## src/aocc_pkg.sv

```systemverilog
// Package for the auxiliary output and clock configuration register bank
`default_nettype none
package aocc_pkg;
  localparam int          ADDR_W          = 8;
  localparam int          DATA_W          = 8;
  localparam logic [7:0]  OFS_AUX_CTRL    = 8'h10;
  localparam logic [7:0]  OFS_DEV_SET     = 8'h11;
  localparam logic [7:0]  OFS_CLK_SYNC    = 8'h12;
  localparam logic [7:0]  OFS_SUP_MON     = 8'h13;
  localparam logic [7:0]  RST_AUX_CTRL    = 8'h0a;
  localparam logic [7:0]  RST_DEV_SET     = 8'h3c;
  localparam logic [7:0]  RST_CLK_SYNC    = 8'h02;
  localparam logic [7:0]  RST_SUP_MON     = 8'h00;
  // Aux control fields
  localparam int          BIT_THIRD_SEL   = 5;
  localparam int          BIT_SECOND_SEL  = 4;
  localparam int          BIT_THIRD_OD    = 3;
  localparam int          BIT_GATE_LO     = 1;
  localparam int          BIT_THIRD_LVL   = 0;
  // Device settings fields
  localparam int          BIT_START_RNG   = 7;
  localparam int          BIT_SHUT_RNG    = 6;
  localparam int          BIT_CLK_PD      = 5;
  localparam int          BIT_ENABLE_ONE_PULLDOWN      = 2;
  localparam int          BIT_THERM_THR   = 1;
  localparam int          BIT_SPREAD      = 0;
  // Clock sync fields
  localparam int          BIT_PLL_EN      = 6;
  localparam int          BIT_FRAC_DIV    = 5;
  localparam logic [4:0]  FREQ_CODE_MAX   = 5'h17;
  // Supply monitor fields
  localparam int          BIT_MON_WINDOW  = 6;
  // Delay step units, in microseconds
  localparam int          STEP_FINE_US    = 500;
  localparam int          STEP_COARSE_US  = 1000;
  // One-time memory load: a single cycle after reset release
  localparam int          OTP_LOAD_CYCLES = 1;
  typedef enum logic [1:0] {
    CLK_INTERNAL,
    CLK_WAIT_LOCK,
    CLK_EXTERNAL
  } aocc_clk_e;
endpackage : aocc_pkg
`default_nettype wire

```

## src/aocc_regs.sv

```systemverilog
// Configuration register bank with pin muxing and clock source control
`default_nettype none
module aocc_regs (
  input  wire logic                          clk,
  input  wire logic                          rst,
  input  wire logic [aocc_pkg::ADDR_W-1:0]   regAddr,
  input  wire logic [aocc_pkg::DATA_W-1:0]   regWdata,
  input  wire logic                          regWrite,
  input  wire logic                          regRead,
  output logic      [aocc_pkg::DATA_W-1:0]   regRdata,
  input  wire logic [31:0]                   otpDefaults,
  input  wire logic                          enableInputOne,
  input  wire logic                          enableInputTwo,
  input  wire logic                          enableInputThree,
  input  wire logic                          extClockPresent,
  input  wire logic                          pllLocked,
  input  wire logic                          powerGoodSecondIn,
  output logic                               thirdAuxOutput,
  output logic                               thirdAuxOutputEn_n,
  output logic                               secondPinLevel,
  output logic                               secondPinIsOutput,
  output logic                               clockPinIsInput,
  output logic      [3:0]                    pulldownEnable,
  output logic                               thermalWarnHigh,
  output logic                               spreadSpectrumEnable,
  output logic      [15:0]                   startupStepUs,
  output logic      [15:0]                   shutdownStepUs,
  output logic                               pllEnable,
  output logic                               useExternalClock,
  output logic      [5:0]                    extClockMhz,
  output logic                               clockEventIrq,
  output logic                               monitorWindowMode,
  output logic      [5:0]                    monitorEnable,
  output logic                               monitorChangeIrq
);
  import aocc_pkg::*;

  logic [7:0] regs_reg [4];
  logic [7:0] regs_next [4];
  logic       loaded_reg;
  logic       loaded_next;
  logic [7:0] rdata_next;
  aocc_clk_e  clkState_reg;
  aocc_clk_e  clkState_next;
  logic       extSeen_reg;
  logic       extSeen_next;
  logic [3:0] outs_next;

  function automatic logic [2:0] reg_index(input logic [7:0] a);
    case (a)
      OFS_AUX_CTRL: reg_index = 3'd0;
      OFS_DEV_SET:  reg_index = 3'd1;
      OFS_CLK_SYNC: reg_index = 3'd2;
      OFS_SUP_MON:  reg_index = 3'd3;
      default:      reg_index = 3'd4;
    endcase
  endfunction : reg_index

  function automatic logic [15:0] step_us(input logic coarse);
    step_us = coarse ? 16'(STEP_COARSE_US) : 16'(STEP_FINE_US);
  endfunction : step_us

  logic [2:0] wIdx;
  logic       extAvail;
  logic       gateEn;
  assign wIdx = reg_index(regAddr);
  assign extAvail = extClockPresent && !regs_reg[0][BIT_THIRD_SEL];

  // Register storage and one-time default load
  always_comb begin
    for (int i = 0; i < 4; i++) begin
      regs_next[i] = regs_reg[i];
    end
    loaded_next = 1'b1;
    if (!loaded_reg) begin
      for (int i = 0; i < 4; i++) begin
        regs_next[i] = otpDefaults[i*8 +: 8];
      end
    end else if (regWrite && wIdx < 3'd4) begin
      regs_next[wIdx[1:0]] = regWdata;
    end
    rdata_next = 8'h00;
    if (regRead && wIdx < 3'd4) begin
      rdata_next = regs_reg[wIdx[1:0]];
    end
  end

  always_ff @(posedge clk) begin
    if (rst) begin
      regs_reg[0] <= RST_AUX_CTRL;
      regs_reg[1] <= RST_DEV_SET;
      regs_reg[2] <= RST_CLK_SYNC;
      regs_reg[3] <= RST_SUP_MON;
      loaded_reg  <= 1'b0;
      regRdata    <= 8'h00;
    end else begin
      regs_reg   <= regs_next;
      loaded_reg <= loaded_next;
      regRdata   <= rdata_next;
    end
  end

  // Gate select for the third output
  always_comb begin
    case (regs_reg[0][2:1])
      2'h0:    gateEn = 1'b1;
      2'h1:    gateEn = enableInputOne;
      2'h2:    gateEn = enableInputTwo;
      2'h3:    gateEn = enableInputThree;
      default: gateEn = 1'b1;
    endcase
  end

  // Pin outputs
  logic thirdLvl;
  logic thirdDrive;
  assign thirdLvl = regs_reg[0][BIT_THIRD_LVL] && gateEn;
  always_comb begin
    outs_next[0] = thirdLvl;
    thirdDrive   = 1'b0;
    if (regs_reg[0][BIT_THIRD_SEL]) begin
      thirdDrive = regs_reg[0][BIT_THIRD_OD] ? !thirdLvl : 1'b1;
    end
    outs_next[1] = !thirdDrive;
    outs_next[2] = regs_reg[0][BIT_SECOND_SEL] ? regs_reg[0][BIT_THIRD_LVL] : powerGoodSecondIn;
    outs_next[3] = !regs_reg[0][BIT_THIRD_SEL];
  end

  // Clock source state machine
  always_comb begin
    clkState_next = clkState_reg;
    extSeen_next  = extAvail;
    case (clkState_reg)
      CLK_INTERNAL: begin
        if (regs_reg[2][BIT_PLL_EN] && extAvail) begin
          clkState_next = CLK_WAIT_LOCK;
        end
      end
      CLK_WAIT_LOCK: begin
        if (!regs_reg[2][BIT_PLL_EN] || !extAvail) begin
          clkState_next = CLK_INTERNAL;
        end else if (pllLocked) begin
          clkState_next = CLK_EXTERNAL;
        end
      end
      CLK_EXTERNAL: begin
        if (!regs_reg[2][BIT_PLL_EN] || !extAvail) begin
          clkState_next = CLK_INTERNAL;
        end
      end
      default: clkState_next = CLK_INTERNAL;
    endcase
  end

  logic [5:0] monPrev_reg;
  always_ff @(posedge clk) begin
    if (rst) begin
      clkState_reg         <= CLK_INTERNAL;
      extSeen_reg          <= 1'b0;
      thirdAuxOutput       <= 1'b0;
      thirdAuxOutputEn_n   <= 1'b1;
      secondPinLevel       <= 1'b0;
      clockPinIsInput      <= 1'b1;
      secondPinIsOutput    <= 1'b0;
      pulldownEnable       <= 4'h0;
      thermalWarnHigh      <= 1'b0;
      spreadSpectrumEnable <= 1'b0;
      startupStepUs        <= 16'h0000;
      shutdownStepUs       <= 16'h0000;
      pllEnable            <= 1'b0;
      useExternalClock     <= 1'b0;
      extClockMhz          <= 6'h00;
      clockEventIrq        <= 1'b0;
      monitorWindowMode    <= 1'b0;
      monitorEnable        <= 6'h00;
      monPrev_reg          <= 6'h00;
      monitorChangeIrq     <= 1'b0;
    end else begin
      clkState_reg         <= clkState_next;
      extSeen_reg          <= extSeen_next;
      thirdAuxOutput       <= outs_next[0];
      thirdAuxOutputEn_n   <= outs_next[1];
      secondPinLevel       <= outs_next[2];
      clockPinIsInput      <= outs_next[3];
      secondPinIsOutput    <= regs_reg[0][BIT_SECOND_SEL];
      pulldownEnable       <= regs_reg[1][BIT_CLK_PD:BIT_ENABLE_ONE_PULLDOWN];
      thermalWarnHigh      <= regs_reg[1][BIT_THERM_THR];
      spreadSpectrumEnable <= regs_reg[1][BIT_SPREAD];
      startupStepUs        <= step_us(regs_reg[1][BIT_START_RNG]);
      shutdownStepUs       <= step_us(regs_reg[1][BIT_SHUT_RNG]);
      pllEnable            <= regs_reg[2][BIT_PLL_EN];
      useExternalClock     <= (clkState_next == CLK_EXTERNAL);
      extClockMhz          <= {1'b0, regs_reg[2][4:0]} + 6'h01;
      clockEventIrq        <= regs_reg[2][BIT_PLL_EN] && (extAvail != extSeen_reg);
      monitorWindowMode    <= regs_reg[3][BIT_MON_WINDOW];
      monitorEnable        <= regs_reg[3][5:0];
      monPrev_reg          <= loaded_reg ? regs_reg[3][5:0] : otpDefaults[29:24];
      monitorChangeIrq     <= loaded_reg && (regs_reg[3][5:0] != monPrev_reg);
    end
  end
endmodule : aocc_regs
`default_nettype wire

```

## config.mk

```make
export PLATFORM = sky130hd
export DESIGN_NAME = aocc_regs
export DESIGN_NICKNAME = d
export VERILOG_FILES = /design/src/aocc_pkg.sv /design/src/aocc_regs.sv
export SDC_FILE = /design/constraint.sdc
export NUM_CORES = 1
export LEC_CHECK = 0
export BUFFER_PORTS_ARGS = -buffer_cell sky130_fd_sc_hd__buf_2
export CORE_MARGIN = 2
export CORE_UTILIZATION = 40
export DETAILED_ROUTE_END_ITERATION = 8
export PLACE_DENSITY = 0.66
export SYNTH_ARGS = -nofsm -noshare
export SYNTH_HDL_FRONTEND = slang
export SYNTH_SLANG_ARGS = --single-unit
```

## constraint.sdc

```tcl
create_clock -name clk -period 1.85 [get_ports clk]
set_input_delay 0.2775 -clock clk [delete_from_list [all_inputs] [get_ports clk]]
set_output_delay 0.2775 -clock clk [all_outputs]
set_load 0.01 [all_outputs]
```

# Word level (Yosys, flattened, before mapping)
# Cells that the tools add are included.
dict set report op_classes {
  n_reduce_logical 17
  n_eq_ne 13
  n_addsub 1
  muxes 22
  bitwise 2
  order_cmp 3
}
# operator count
set op_table {}
lappend op_table {{2-to-1 mux 32 bit} 2}
lappend op_table {{bitwise mux 32 bit} 1}
lappend op_table {{equality test 8 x 5 -> 1 bit, second input constant} 4}
lappend op_table {{2-to-1 mux 8 bit} 3}
lappend op_table {{2-to-1 mux 10 bit} 2}
lappend op_table {{binary-select mux 8 bit (select 2 bit)} 1}
lappend op_table {{demux 8 bit (select 2 bit)} 1}
lappend op_table {{case mux 3 bit (4 select lines)} 1}
lappend op_table {{equality test 2 bit, second input constant} 4}
lappend op_table {{logical AND 1 bit} 8}
lappend op_table {{2-to-1 mux 2 bit} 4}
lappend op_table {{adder 5 x 1 -> 6 bit, second input constant} 1}
lappend op_table {{2-to-1 mux 6 bit} 1}
lappend op_table {{inequality test 6 bit} 1}
lappend op_table {{case mux 2 bit (3 select lines)} 1}
lappend op_table {{logical NOT 1 bit} 5}
lappend op_table {{equality test 2 x 1 -> 1 bit, second input constant} 2}
lappend op_table {{logical NOT 2 bit} 2}
lappend op_table {{2-to-1 mux 1 bit} 4}
lappend op_table {{case mux 1 bit (4 select lines)} 1}
lappend op_table {{>= comparator 3 bit, second input constant} 1}
lappend op_table {{< comparator 3 x 1 -> 1 bit, second input constant} 1}
lappend op_table {{< comparator 3 bit, second input constant} 1}
lappend op_table {{inverter 2 -> 3 bit} 1}
lappend op_table {{other kinds (5)} 5}
dict set report word_totals {
  output_inout_bits 68
  in_bits 58
  register_bits 110
  word_cells 84
}

# Longest topological paths before layout
# Gate-level depths: netlist of run 1.
dict set report depth {
  ltp_word 10
  depth_mapped 5
  mapped_depth_nobuf 4
}

# Least setup slack after synthesis of run 1
# OpenSTA, ideal clock, no wires.
dict set report synth_path {
  path_kind {input-to-reg}
  start {in regAddr[5] (netlist bit)}
  end {reg regs_reg[0] (netlist bit)}
  n_path_buf 2
  path_slack_ns 0.303
  setup_time_ns 0.142
  path_stages 5
  required_time_ns 1.708
  arrival_time_ns 1.405
  cell_sequence {or4b_1 -> buf_6 -> buf_6 -> o31ai_1 -> a311oi_1}
}
dict set report synth_via {
  elab_chain_cells 10
  elab_cells_between_ends 17
  cone_classes {order compare: 3; eq/ne: 5; mux: 6; bitwise: 1; reduce/logical: 2}
}
# element line
set synth_rtl {}
lappend synth_rtl {{start: declaration} aocc_regs.sv:6} ;# input wire logic [aocc_pkg::ADDR_W-1:0] regAddr,
lappend synth_rtl {{equality test 8 x 5 -> 1 bit} aocc_regs.sv:50} ;# case (a)
lappend synth_rtl {{case mux 3 bit (4 select lines) (*)} aocc_regs.sv:50}
lappend synth_rtl {{inverter 2 -> 3 bit (not written as such)} aocc_regs.sv:80} ;# regs_next[wIdx[1:0]] = regWdata;
lappend synth_rtl {{>= comparator 3 bit (not written as such) or < comparator 3 x 1 -> 1 bit (tied branches)} aocc_regs.sv:80}
lappend synth_rtl {{logical AND 1 bit (not written as such)} aocc_regs.sv:80}
lappend synth_rtl {{2-to-1 mux 8 bit (not written as such)} aocc_regs.sv:80}
lappend synth_rtl {{demux 8 bit (select 2 bit)} aocc_regs.sv:80}
lappend synth_rtl {{bitwise mux 32 bit} aocc_regs.sv:80}
lappend synth_rtl {{2-to-1 mux 32 bit} aocc_regs.sv:79} ;# end else if (regWrite && wIdx < 3'd4) begin
lappend synth_rtl {{2-to-1 mux 32 bit} aocc_regs.sv:75} ;# if (!loaded_reg) begin
lappend synth_rtl {{end signal: assignment} aocc_regs.sv:97} ;# regs_reg <= regs_next;
lappend synth_rtl {{end: declaration} aocc_regs.sv:38} ;# logic [7:0] regs_reg [4];
# Every way passes the cells marked *; elsewhere a longest branch is shown, timed or not. The select of a mux whose other input is x is not followed.
# A chain may end at the register's enable or synchronous reset.

# Final worst setup path of run 1
dict set report layout_path {
  start {reg loaded_reg}
  end {reg regs_reg[15] (netlist bit)}
}
dict set report layout_via {
  elab_chain_cells 1
  elab_cells_between_ends 2
  cone_classes {eq/ne: 1; mux: 1}
}
# element line
set layout_rtl {}
lappend layout_rtl {{start: declaration} aocc_regs.sv:40} ;# logic loaded_reg;
lappend layout_rtl {{start signal: assignment} aocc_regs.sv:98} ;# loaded_reg <= loaded_next;
lappend layout_rtl {{inequality test 2 x 1 -> 1 bit (no source line) or 2-to-1 mux 32 bit (tied branches)} -}
# Parallel ways exist; a longest one is shown, timed or not.

==> run_results.csv, run 1 <==
group,metric,value,unit
outcome,status,"complete, no violations",
worst_setup_path,regToRegEndpoint,"regs_reg[15]$_SDFFE_PP0P_",
worst_setup_path,ff2ff_setup_slack,350,ps
place,globalplace.congestion,0.8394,
global_routing,gr-usage-all-layers,19.14,%
synth,avgSynthCellArea,9.899,sq um
power_and_ir_drop,pwr-share-comb,13.7,%
detailed_routing,via_per_inst,5.478,
floorplan,chipHeight,100.2,um
layout,layout-drive-gt1-share,34.40,%
detailed_routing,drt-total-wl,9641,um
worst_setup_path,worstPathArrival,1730,ps
clock_tree,clock-sinks,83,
floorplan,dieArea,0.01004,sq mm
sta,setup_ws,348.4,ps
layout,area_delta_synth_final,18.69,%
sta,finalHoldViolations,0,
worst_setup_path,path_cells,"inv_1 > buf_4 > nor2_1 > a2111oi_1",
detailed_routing,vias,3172,
floorplan,dieWidth,100.2,um
worst_setup_path,cp-end-kind,"flip-flop",
sta,setup_viol,0,
global_routing,antenna_found_initial,0,
worst_setup_path,reg2regPathDepth,4,
global_routing,grt_pass1_wl,14880,um
synth,synth.most_common_cell,"dfxtp_1",
worst_setup_path,path_depth,4,
sta,fmax,0.6660,GHz
layout,fin_nets,522,
sta,layout_min_cycle_time,1502,ps
synth,synthCells,374,
synth,ys_seq_elements,83,
power_and_ir_drop,leakagePower,1.833,nW
sta,fin_skew,6.861,ps
floorplan,core,0.009109,sq mm
worst_setup_path,r2r-start,"loaded_reg$_DFF_P_",
power_and_ir_drop,power_density,832.1,mW/mm^2
detailed_routing,post-route-drc-count,0,
worst_setup_path,path_max_fanout,15,
layout,largest_reg_flops,32,
power_and_ir_drop,peakVddDrop,0.0003374,V
worst_setup_path,required,2080,ps
job,cap_violations,0,
sta,rsz0062_at_grt,"false",
detailed_routing,drt-wirelength-per-cell,16.65,um
detailed_routing,drtPass1Iterations,4,
clock_tree,tritoncts,"done",
clock_tree,htree_levels,3,
floorplan,initial_utilization,40.65,%
synth,yosys_warnings,0,
worst_setup_path,crit_end,"regs_reg[15]$_SDFFE_PP0P_",
power_and_ir_drop,sequentialPowerShare,53.8,%
sta,min_period_over_period,81.17,%
place,dpl_worst_slack,136.9,ps
place,post-dp-hpwl,7192,um
floorplan,boundaryPins,126,
layout,num_antenna_cells,0,
synth,synth-seq-area-share,44.88,%
synth,yosysTopAreaCell,"dfxtp_1",
worst_setup_path,crit_buf_inv,2,
worst_setup_path,startpoint_type,"flip-flop",
power_and_ir_drop,p_int,2.673,mW
synth,ys_top_cells_by_count,"dfxtp_1 (83), nor2_1 (46), nor2b_1 (29), buf_4 (28), a311oi_1 (26)",
sta,fin_tns_setup,0,ps
global_routing,grt_max_degree,37,
floorplan,rows,35,
synth,async_reset_ff_share,0,%
worst_setup_path,cp_top_family,"buffers and inverters",
worst_setup_path,crit_start,"loaded_reg$_DFF_P_",
sta,slew_violations,0,
power_and_ir_drop,p_switching,0.9834,mW
clock_tree,holdBufCountCts,0,
clock_tree,insertion_delay,350,ps
synth,synth_edf_count,0,
worst_setup_path,crit_slowest_cell,"a2111oi_1",
global_routing,overflow,0,
clock_tree,clk_pin_slew_worst_paths,80,ps
clock_tree,cts_resized,0,
worst_setup_path,worstSetupPathType,"reg2reg",
power_and_ir_drop,sw_frac_of_total,26.90,%
worst_setup_path,critPathMaxStageDelay,410,ps
clock_tree,cts_buffers,9,
power_and_ir_drop,p_clk_share,32.5,%
synth,syn_area,0.003702,sq mm
clock_tree,cts_root_buf,"clkbuf_8",
detailed_routing,ant_nets,0,
synth,synthDominantCellAreaShare,44.88,%
place,port_buffers,109,
global_routing,grt_pass1_vias,2966,
synth,synthFlopType,"dfxtp_1",
detailed_routing,drtIter0Drc,359,
synth,synth_cell_type_count,41,
hold_path,hp-class,"in2reg",
clock_tree,cts_setup_buffers,0,
synth,synth_area_leaders,"dfxtp_1 (45%), a311oi_1 (6.2%), buf_4 (5.7%)",
clock_tree,clockBufferDepth,2,
placed cells by master (no fill, tap or decap), types with 8 or more instances in the layout:
master    netlist  final
or3b_2          8      8
conb_1          1     16
a311oi_1       26     26
buf_4          28     11
nor2_1         46     46
nand4_1        17     17
dfxtp_1        83     82
o31ai_1        15     15
clkbuf_8        0     11
nor3_1         12     12
nor2b_1        29     29
mux4_2          8      8
buf_2           9    109
mux2i_1         8      8
worst min-delay path, delay by kind of cell:
family                 cells  cell delay, ps
buffers and inverters      1              80
AND/OR/NAND/NOR            1              70
multiplexers               1              50
power by group through the flow:
stage	clock network [mW]	logic [mW]	registers, mW
global placement	0	0.493	2.01
floorplan	0	0.334	2.00
CTS	1.21	0.502	1.97
detailed placement	0	0.501	2.01
finish	1.19	0.502	1.97
global route	1.28	0.548	1.98
layout make-up:
| cell class | count | area, sq um |
|---|---|---|
| Clock buffer | 12 | 155.1 |
| Clock inverter | 4 | 25.02 |
| Fill cell | 866 | 4715 |
| Inverter | 2 | 7.507 |
| Multi-Input combinational cell | 245 | 1737 |
| Sequential cell | 83 | 1663 |
| Tap cell | 111 | 138.9 |
| Timing Repair Buffer | 122 | 668.1 |
layer usage:
metal	part of all wire, %	wire [um]	track usage, %
met2	48	4628	30.72
met4	1.3	129	7.482
met5	0	0	0
met1	43	4120	24.86
met3	7.9	761	4.666
stage by stage:
stage	cells	cell area [sq um]	util [%]	total power [mW]	hold WS, ps
floorplan	389	3759	-	2.330	401.8
global placement	563	4214	46.26	2.499	411.5
detailed placement	563	4214	46.26	2.509	429.0
CTS	579	4394	48.24	3.680	157.2
global route	579	4394	48.24	3.806	175.8
finish	579	4394	48.24	3.656	165.3
cells by family after synthesis:
logic type / share of synthesized area (%)
AND/OR/NAND/NOR: 20.55
multiplexers: 7.334
XOR/XNOR: 2.366
adder cells (fa/ha/maj): 0.3379
buffers and inverters: 9.733
other: 0.1013
flip-flops: 44.88
AO/OA/AOI/OAI: 14.70
how the worst min path moves through the flow:
stage                     slack, ps  cells after the start                        from                    endpoint
after floorplan                 400                      1   regs_reg[29]$_SDFFE_PP0P_  clockPinIsInput$_SDFF_PP1_
after global placement          410                      1  clkState_reg[1]$_SDFF_PP0_  clkState_reg[0]$_SDFF_PP0_
after detailed placement        430                      1  clkState_reg[1]$_SDFF_PP0_  clkState_reg[0]$_SDFF_PP0_
after CTS                       160                      3           powerGoodSecondIn   secondPinLevel$_SDFF_PP0_
after global routing            180                      3             otpDefaults[26]   monPrev_reg[2]$_SDFF_PP0_
final                           170                      3           powerGoodSecondIn   secondPinLevel$_SDFF_PP0_
Power figures use the tool's default switching activity.
==> run 2: changes to the inputs <==
--- a/config.mk
+++ b/config.mk
@@ -5,11 +5,12 @@
 export SDC_FILE = /design/constraint.sdc
 export NUM_CORES = 1
 export LEC_CHECK = 0
+export ABC_AREA = 1
 export BUFFER_PORTS_ARGS = -buffer_cell sky130_fd_sc_hd__buf_2
 export CORE_MARGIN = 2
 export CORE_UTILIZATION = 40
 export DETAILED_ROUTE_END_ITERATION = 8
-export PLACE_DENSITY = 0.66
+export PLACE_DENSITY = 0.68
 export SYNTH_ARGS = -nofsm -noshare
 export SYNTH_HDL_FRONTEND = slang
 export SYNTH_SLANG_ARGS = --single-unit
==> constraint.sdc (replaced) <==
create_clock -name clk -period 1.25 [get_ports clk]
set_input_delay 0.1875 -clock clk [delete_from_list [all_inputs] [get_ports clk]]
set_output_delay 0.1875 -clock clk [all_outputs]
set_load 0.01 [all_outputs]
==> run 2 against run 1 <==
The flow now finishes with violations (negative setup slack). Via count increased by 22%. Clock power grew 120%. Total power increased by 73%. Design area grew 15%. Fmax up 18%. Area after synthesis grew 6.4%. Critical path depth is 2 higher. Clock skew up 1.1 ps. Non-clock buffer count increased by 22. Sequential share of layout area fell by 4.8 points. Setup slack worse by 370 ps. Wire length increased by 9.3%. Largest cell class unchanged.
==> run_results.csv, run 2 <==
group,metric,value,unit
power_and_ir_drop,p_clk_share,40.5,%
hold_path,hp-start,"rst",
synth,synth_compound_area_share,5.813,%
synth,synthCells,563,
detailed_routing,vias,3854,
worst_setup_path,ff2ff_setup_slack,-30,ps
power_and_ir_drop,p_int,4.696,mW
synth,avgSynthCellArea,6.996,sq um
sta,slew_violations,0,
detailed_routing,via_per_inst,4.683,
synth,synth_cell_type_count,36,
synth,synth-seq-area-share,42.19,%
sta,setup_ws,-26.48,ps
outcome,status,"finished, violations left",
worst_setup_path,regToRegEndpoint,"regs_reg[13]$_SDFFE_PP0P_",
hold_path,hp-class,"in2reg",
synth,syn_area,0.003939,sq mm
floorplan,chipHeight,103.2,um
synth,synthSimpleGateAreaFrac,35.83,%
global_routing,overflow,0,
sta,fmax,0.7834,GHz
synth,synthFlopType,"dfxtp_1",
place,post-dp-hpwl,8101,um
place,dpl_worst_slack,-169.5,ps
detailed_routing,drtPass1Iterations,5,
synth,ys_top_cells_by_count,"nand2_1 (148), nor2_1 (91), dfxtp_1 (83), nand3_1 (55), inv_1 (53)",
synth,synth.most_common_cell,"nand2_1",
detailed_routing,post-route-drc-count,0,
synth,synthMuxAreaShare,0,%
global_routing,antenna_found_initial,0,
layout,final_area,0.005036,sq mm
worst_setup_path,startpoint_type,"flip-flop",
clock_tree,holdBufCountCts,0,
sta,min_period_over_period,102.1,%
job,cap_violations,0,
power_and_ir_drop,sequentialPowerShare,45.4,%
floorplan,initial_utilization,40.67,%
synth,yosysTopAreaCell,"dfxtp_1",
place,globalplace.congestion,0.9167,
synth,synthDominantCellAreaShare,42.19,%
clock_tree,cts_buffers,9,
detailed_routing,drt-total-wl,10540,um
power_and_ir_drop,sw_frac_of_total,25.81,%
detailed_routing,drt-wirelength-per-cell,12.81,um
power_and_ir_drop,peakVddDrop,0.0006698,V
worst_setup_path,reg2regPathDepth,6,
synth,synth_xor_area_share,1.334,%
worst_setup_path,worstPathArrival,1530,ps
synth,yosys_warnings,0,
sta,rsz0062_at_grt,"true",
layout,mostFrequentLayoutCells,"nand2_1 (139), buf_2 (109), nor2_1 (89)",
layout,num_antenna_cells,0,
floorplan,dieArea,0.01066,sq mm
power_and_ir_drop,p_switching,1.633,mW
synth,synth_edf_count,0,
floorplan,rows,36,
sta,fin_skew,7.994,ps
sta,finalHoldViolations,0,
worst_setup_path,cp-end-kind,"flip-flop",
synth,synthAdderAreaFrac,0.3177,%
layout,area_delta_synth_final,27.86,%
worst_setup_path,required,1500,ps
power_and_ir_drop,power_density,1257,mW/mm^2
hold_path,hold_end,"extSeen_reg$_SDFF_PP0_",
clock_tree,clockBufferDepth,2,
synth,synth_top_family_by_area,"simple AND/OR/NAND/NOR gates",
hold_path,whs_path_depth,2,
floorplan,dieWidth,103.2,um
outcome,violations,"negative setup slack",
detailed_routing,drtIter0Drc,242,
floorplan,boundaryPins,126,
power_and_ir_drop,power,6.330,mW
global_routing,grt_max_degree,22,
clock_tree,tritoncts,"done",
worst_setup_path,path_max_fanout,10,
sta,setup_viol,3,
global_routing,grt_pass1_vias,3263,
detailed_routing,ant_nets,0,
global_routing,grt_pass1_wl,15790,um
place,port_buffers,109,
worst_setup_path,r2r-start,"loaded_reg$_DFF_P_",
power_and_ir_drop,pwr-share-comb,14.1,%
layout,utilization,52.00,%
clock_tree,cts_root_buf,"clkbuf_8",
synth,ys_seq_elements,83,
place,placed_cell_area,0.004611,sq mm
layout,layout-drive-gt1-share,28.55,%
floorplan,core,0.009684,sq mm
layout,fin_nets,744,
power_and_ir_drop,leakagePower,2.640,nW
layout,largest_reg_flops,32,
sta,layout_min_cycle_time,1276,ps
clock_tree,clock-sinks,83,
clock_tree,htree_levels,3,
sta,fin_hold_ws,56.95,ps
global_routing,gr-usage-all-layers,19.57,%
clock_tree,insertion_delay,360,ps
clock_tree,clk_pin_slew_worst_paths,90,ps
layout,mostFrequentLayoutCell,"nand2_1",
worst_setup_path,worstSetupPathType,"reg2reg",
synth,synth_area_leaders,"dfxtp_1 (42%), nand2_1 (14%), nor2_1 (8.7%)",
synth,async_reset_ff_share,0,%
[run 2: cell types whose count changed after synthesis, moves of 15 or more]
cell and change:
nor2_1 +45, nand2_1 +144, nand3_1 +53, o21ai_0 +26
nor2b_1 -29, a311oi_1 -26, o31ai_1 -15, inv_1 +51
[run 2: stage by stage]
stage	TNS (ps)	cells
finish	-32.88	823
global placement	-2496	799
detailed placement	-3552	799
CTS	0	816
global route	-544.5	823
floorplan	0	578
[run 2: layer usage]
metal	GRT usage [%]	vias to the layer above	routed length, um
met1	25.98	1719	4629
met5	0	-	0
li1	-	1969	-
met4	7.996	0	247
met3	3.495	21	752
met2	31.57	145	4913
[run 2: worst max-delay path by stage]
stage	start	end	slack [ps]
2_1_floorplan	regAddr[2]	regs_reg[20]$_SDFFE_PP1P_	30
3_3_place_gp	regAddr[5]	regs_reg[28]$_SDFFE_PP0P_	-120
3_5_place_dp	regAddr[7]	regs_reg[13]$_SDFFE_PP0P_	-170
4_1_cts	loaded_reg$_DFF_P_	regs_reg[1]$_SDFFE_PP0P_	20
5_1_grt	loaded_reg$_DFF_P_	regs_reg[0]$_SDFFE_PP0P_	-70
6_report	loaded_reg$_DFF_P_	regs_reg[13]$_SDFFE_PP0P_	-30
[run 2: what timing repair did]
action / 4_1_cts / 5_1_grt
pin swaps: 0 / 7
cloned: 0 / 4
endpoints found under the setup margin: 19 / 20
gates resized for setup: 2 / 30
buffers inserted: 1 / 3
[run 2: power groups by stage]
stage               Combinational, mW  Clock, mW  Sequential, mW
floorplan                       0.542          0            2.95
global placement                0.821          0            2.93
detailed placement              0.828          0            2.94
CTS                             0.835       2.60            2.87
global route                    0.997       2.70            2.89
finish                          0.890       2.56            2.88
[run 2: layout make-up]
type                            instances  area (sq um)
Tap cell                              133         166.4
Fill cell                             947          4648
Clock inverter                          7         147.6
Inverter                               57         220.2
Timing Repair Buffer                  144         888.4
Timing Repair inverter                  1         7.507
Clock buffer                            9         123.9
Sequential cell                        83          1665
Multi-Input combinational cell        389          1817
[run 2: logic make-up (layout without fill, tap and decap cells)]
logic type / after synthesis / in the layout
adder cells (fa/ha/maj): 1 / 1
AO/OA/AOI/OAI: 42 / 42
buffers and inverters: 107 / 218
flip-flops: 83 / 83
other: 1 / 16
XOR/XNOR: 6 / 6
AND/OR/NAND/NOR: 323 / 324
[run 2: worst max-delay path, stage by stage, from the launching register on]
cell	delay [ps]
dfxtp_4	390
clkinvlp_4	220
clkbuf_16	240
nand2_1	60
o21ai_0	70
nor2_1	120
nor2_1	60
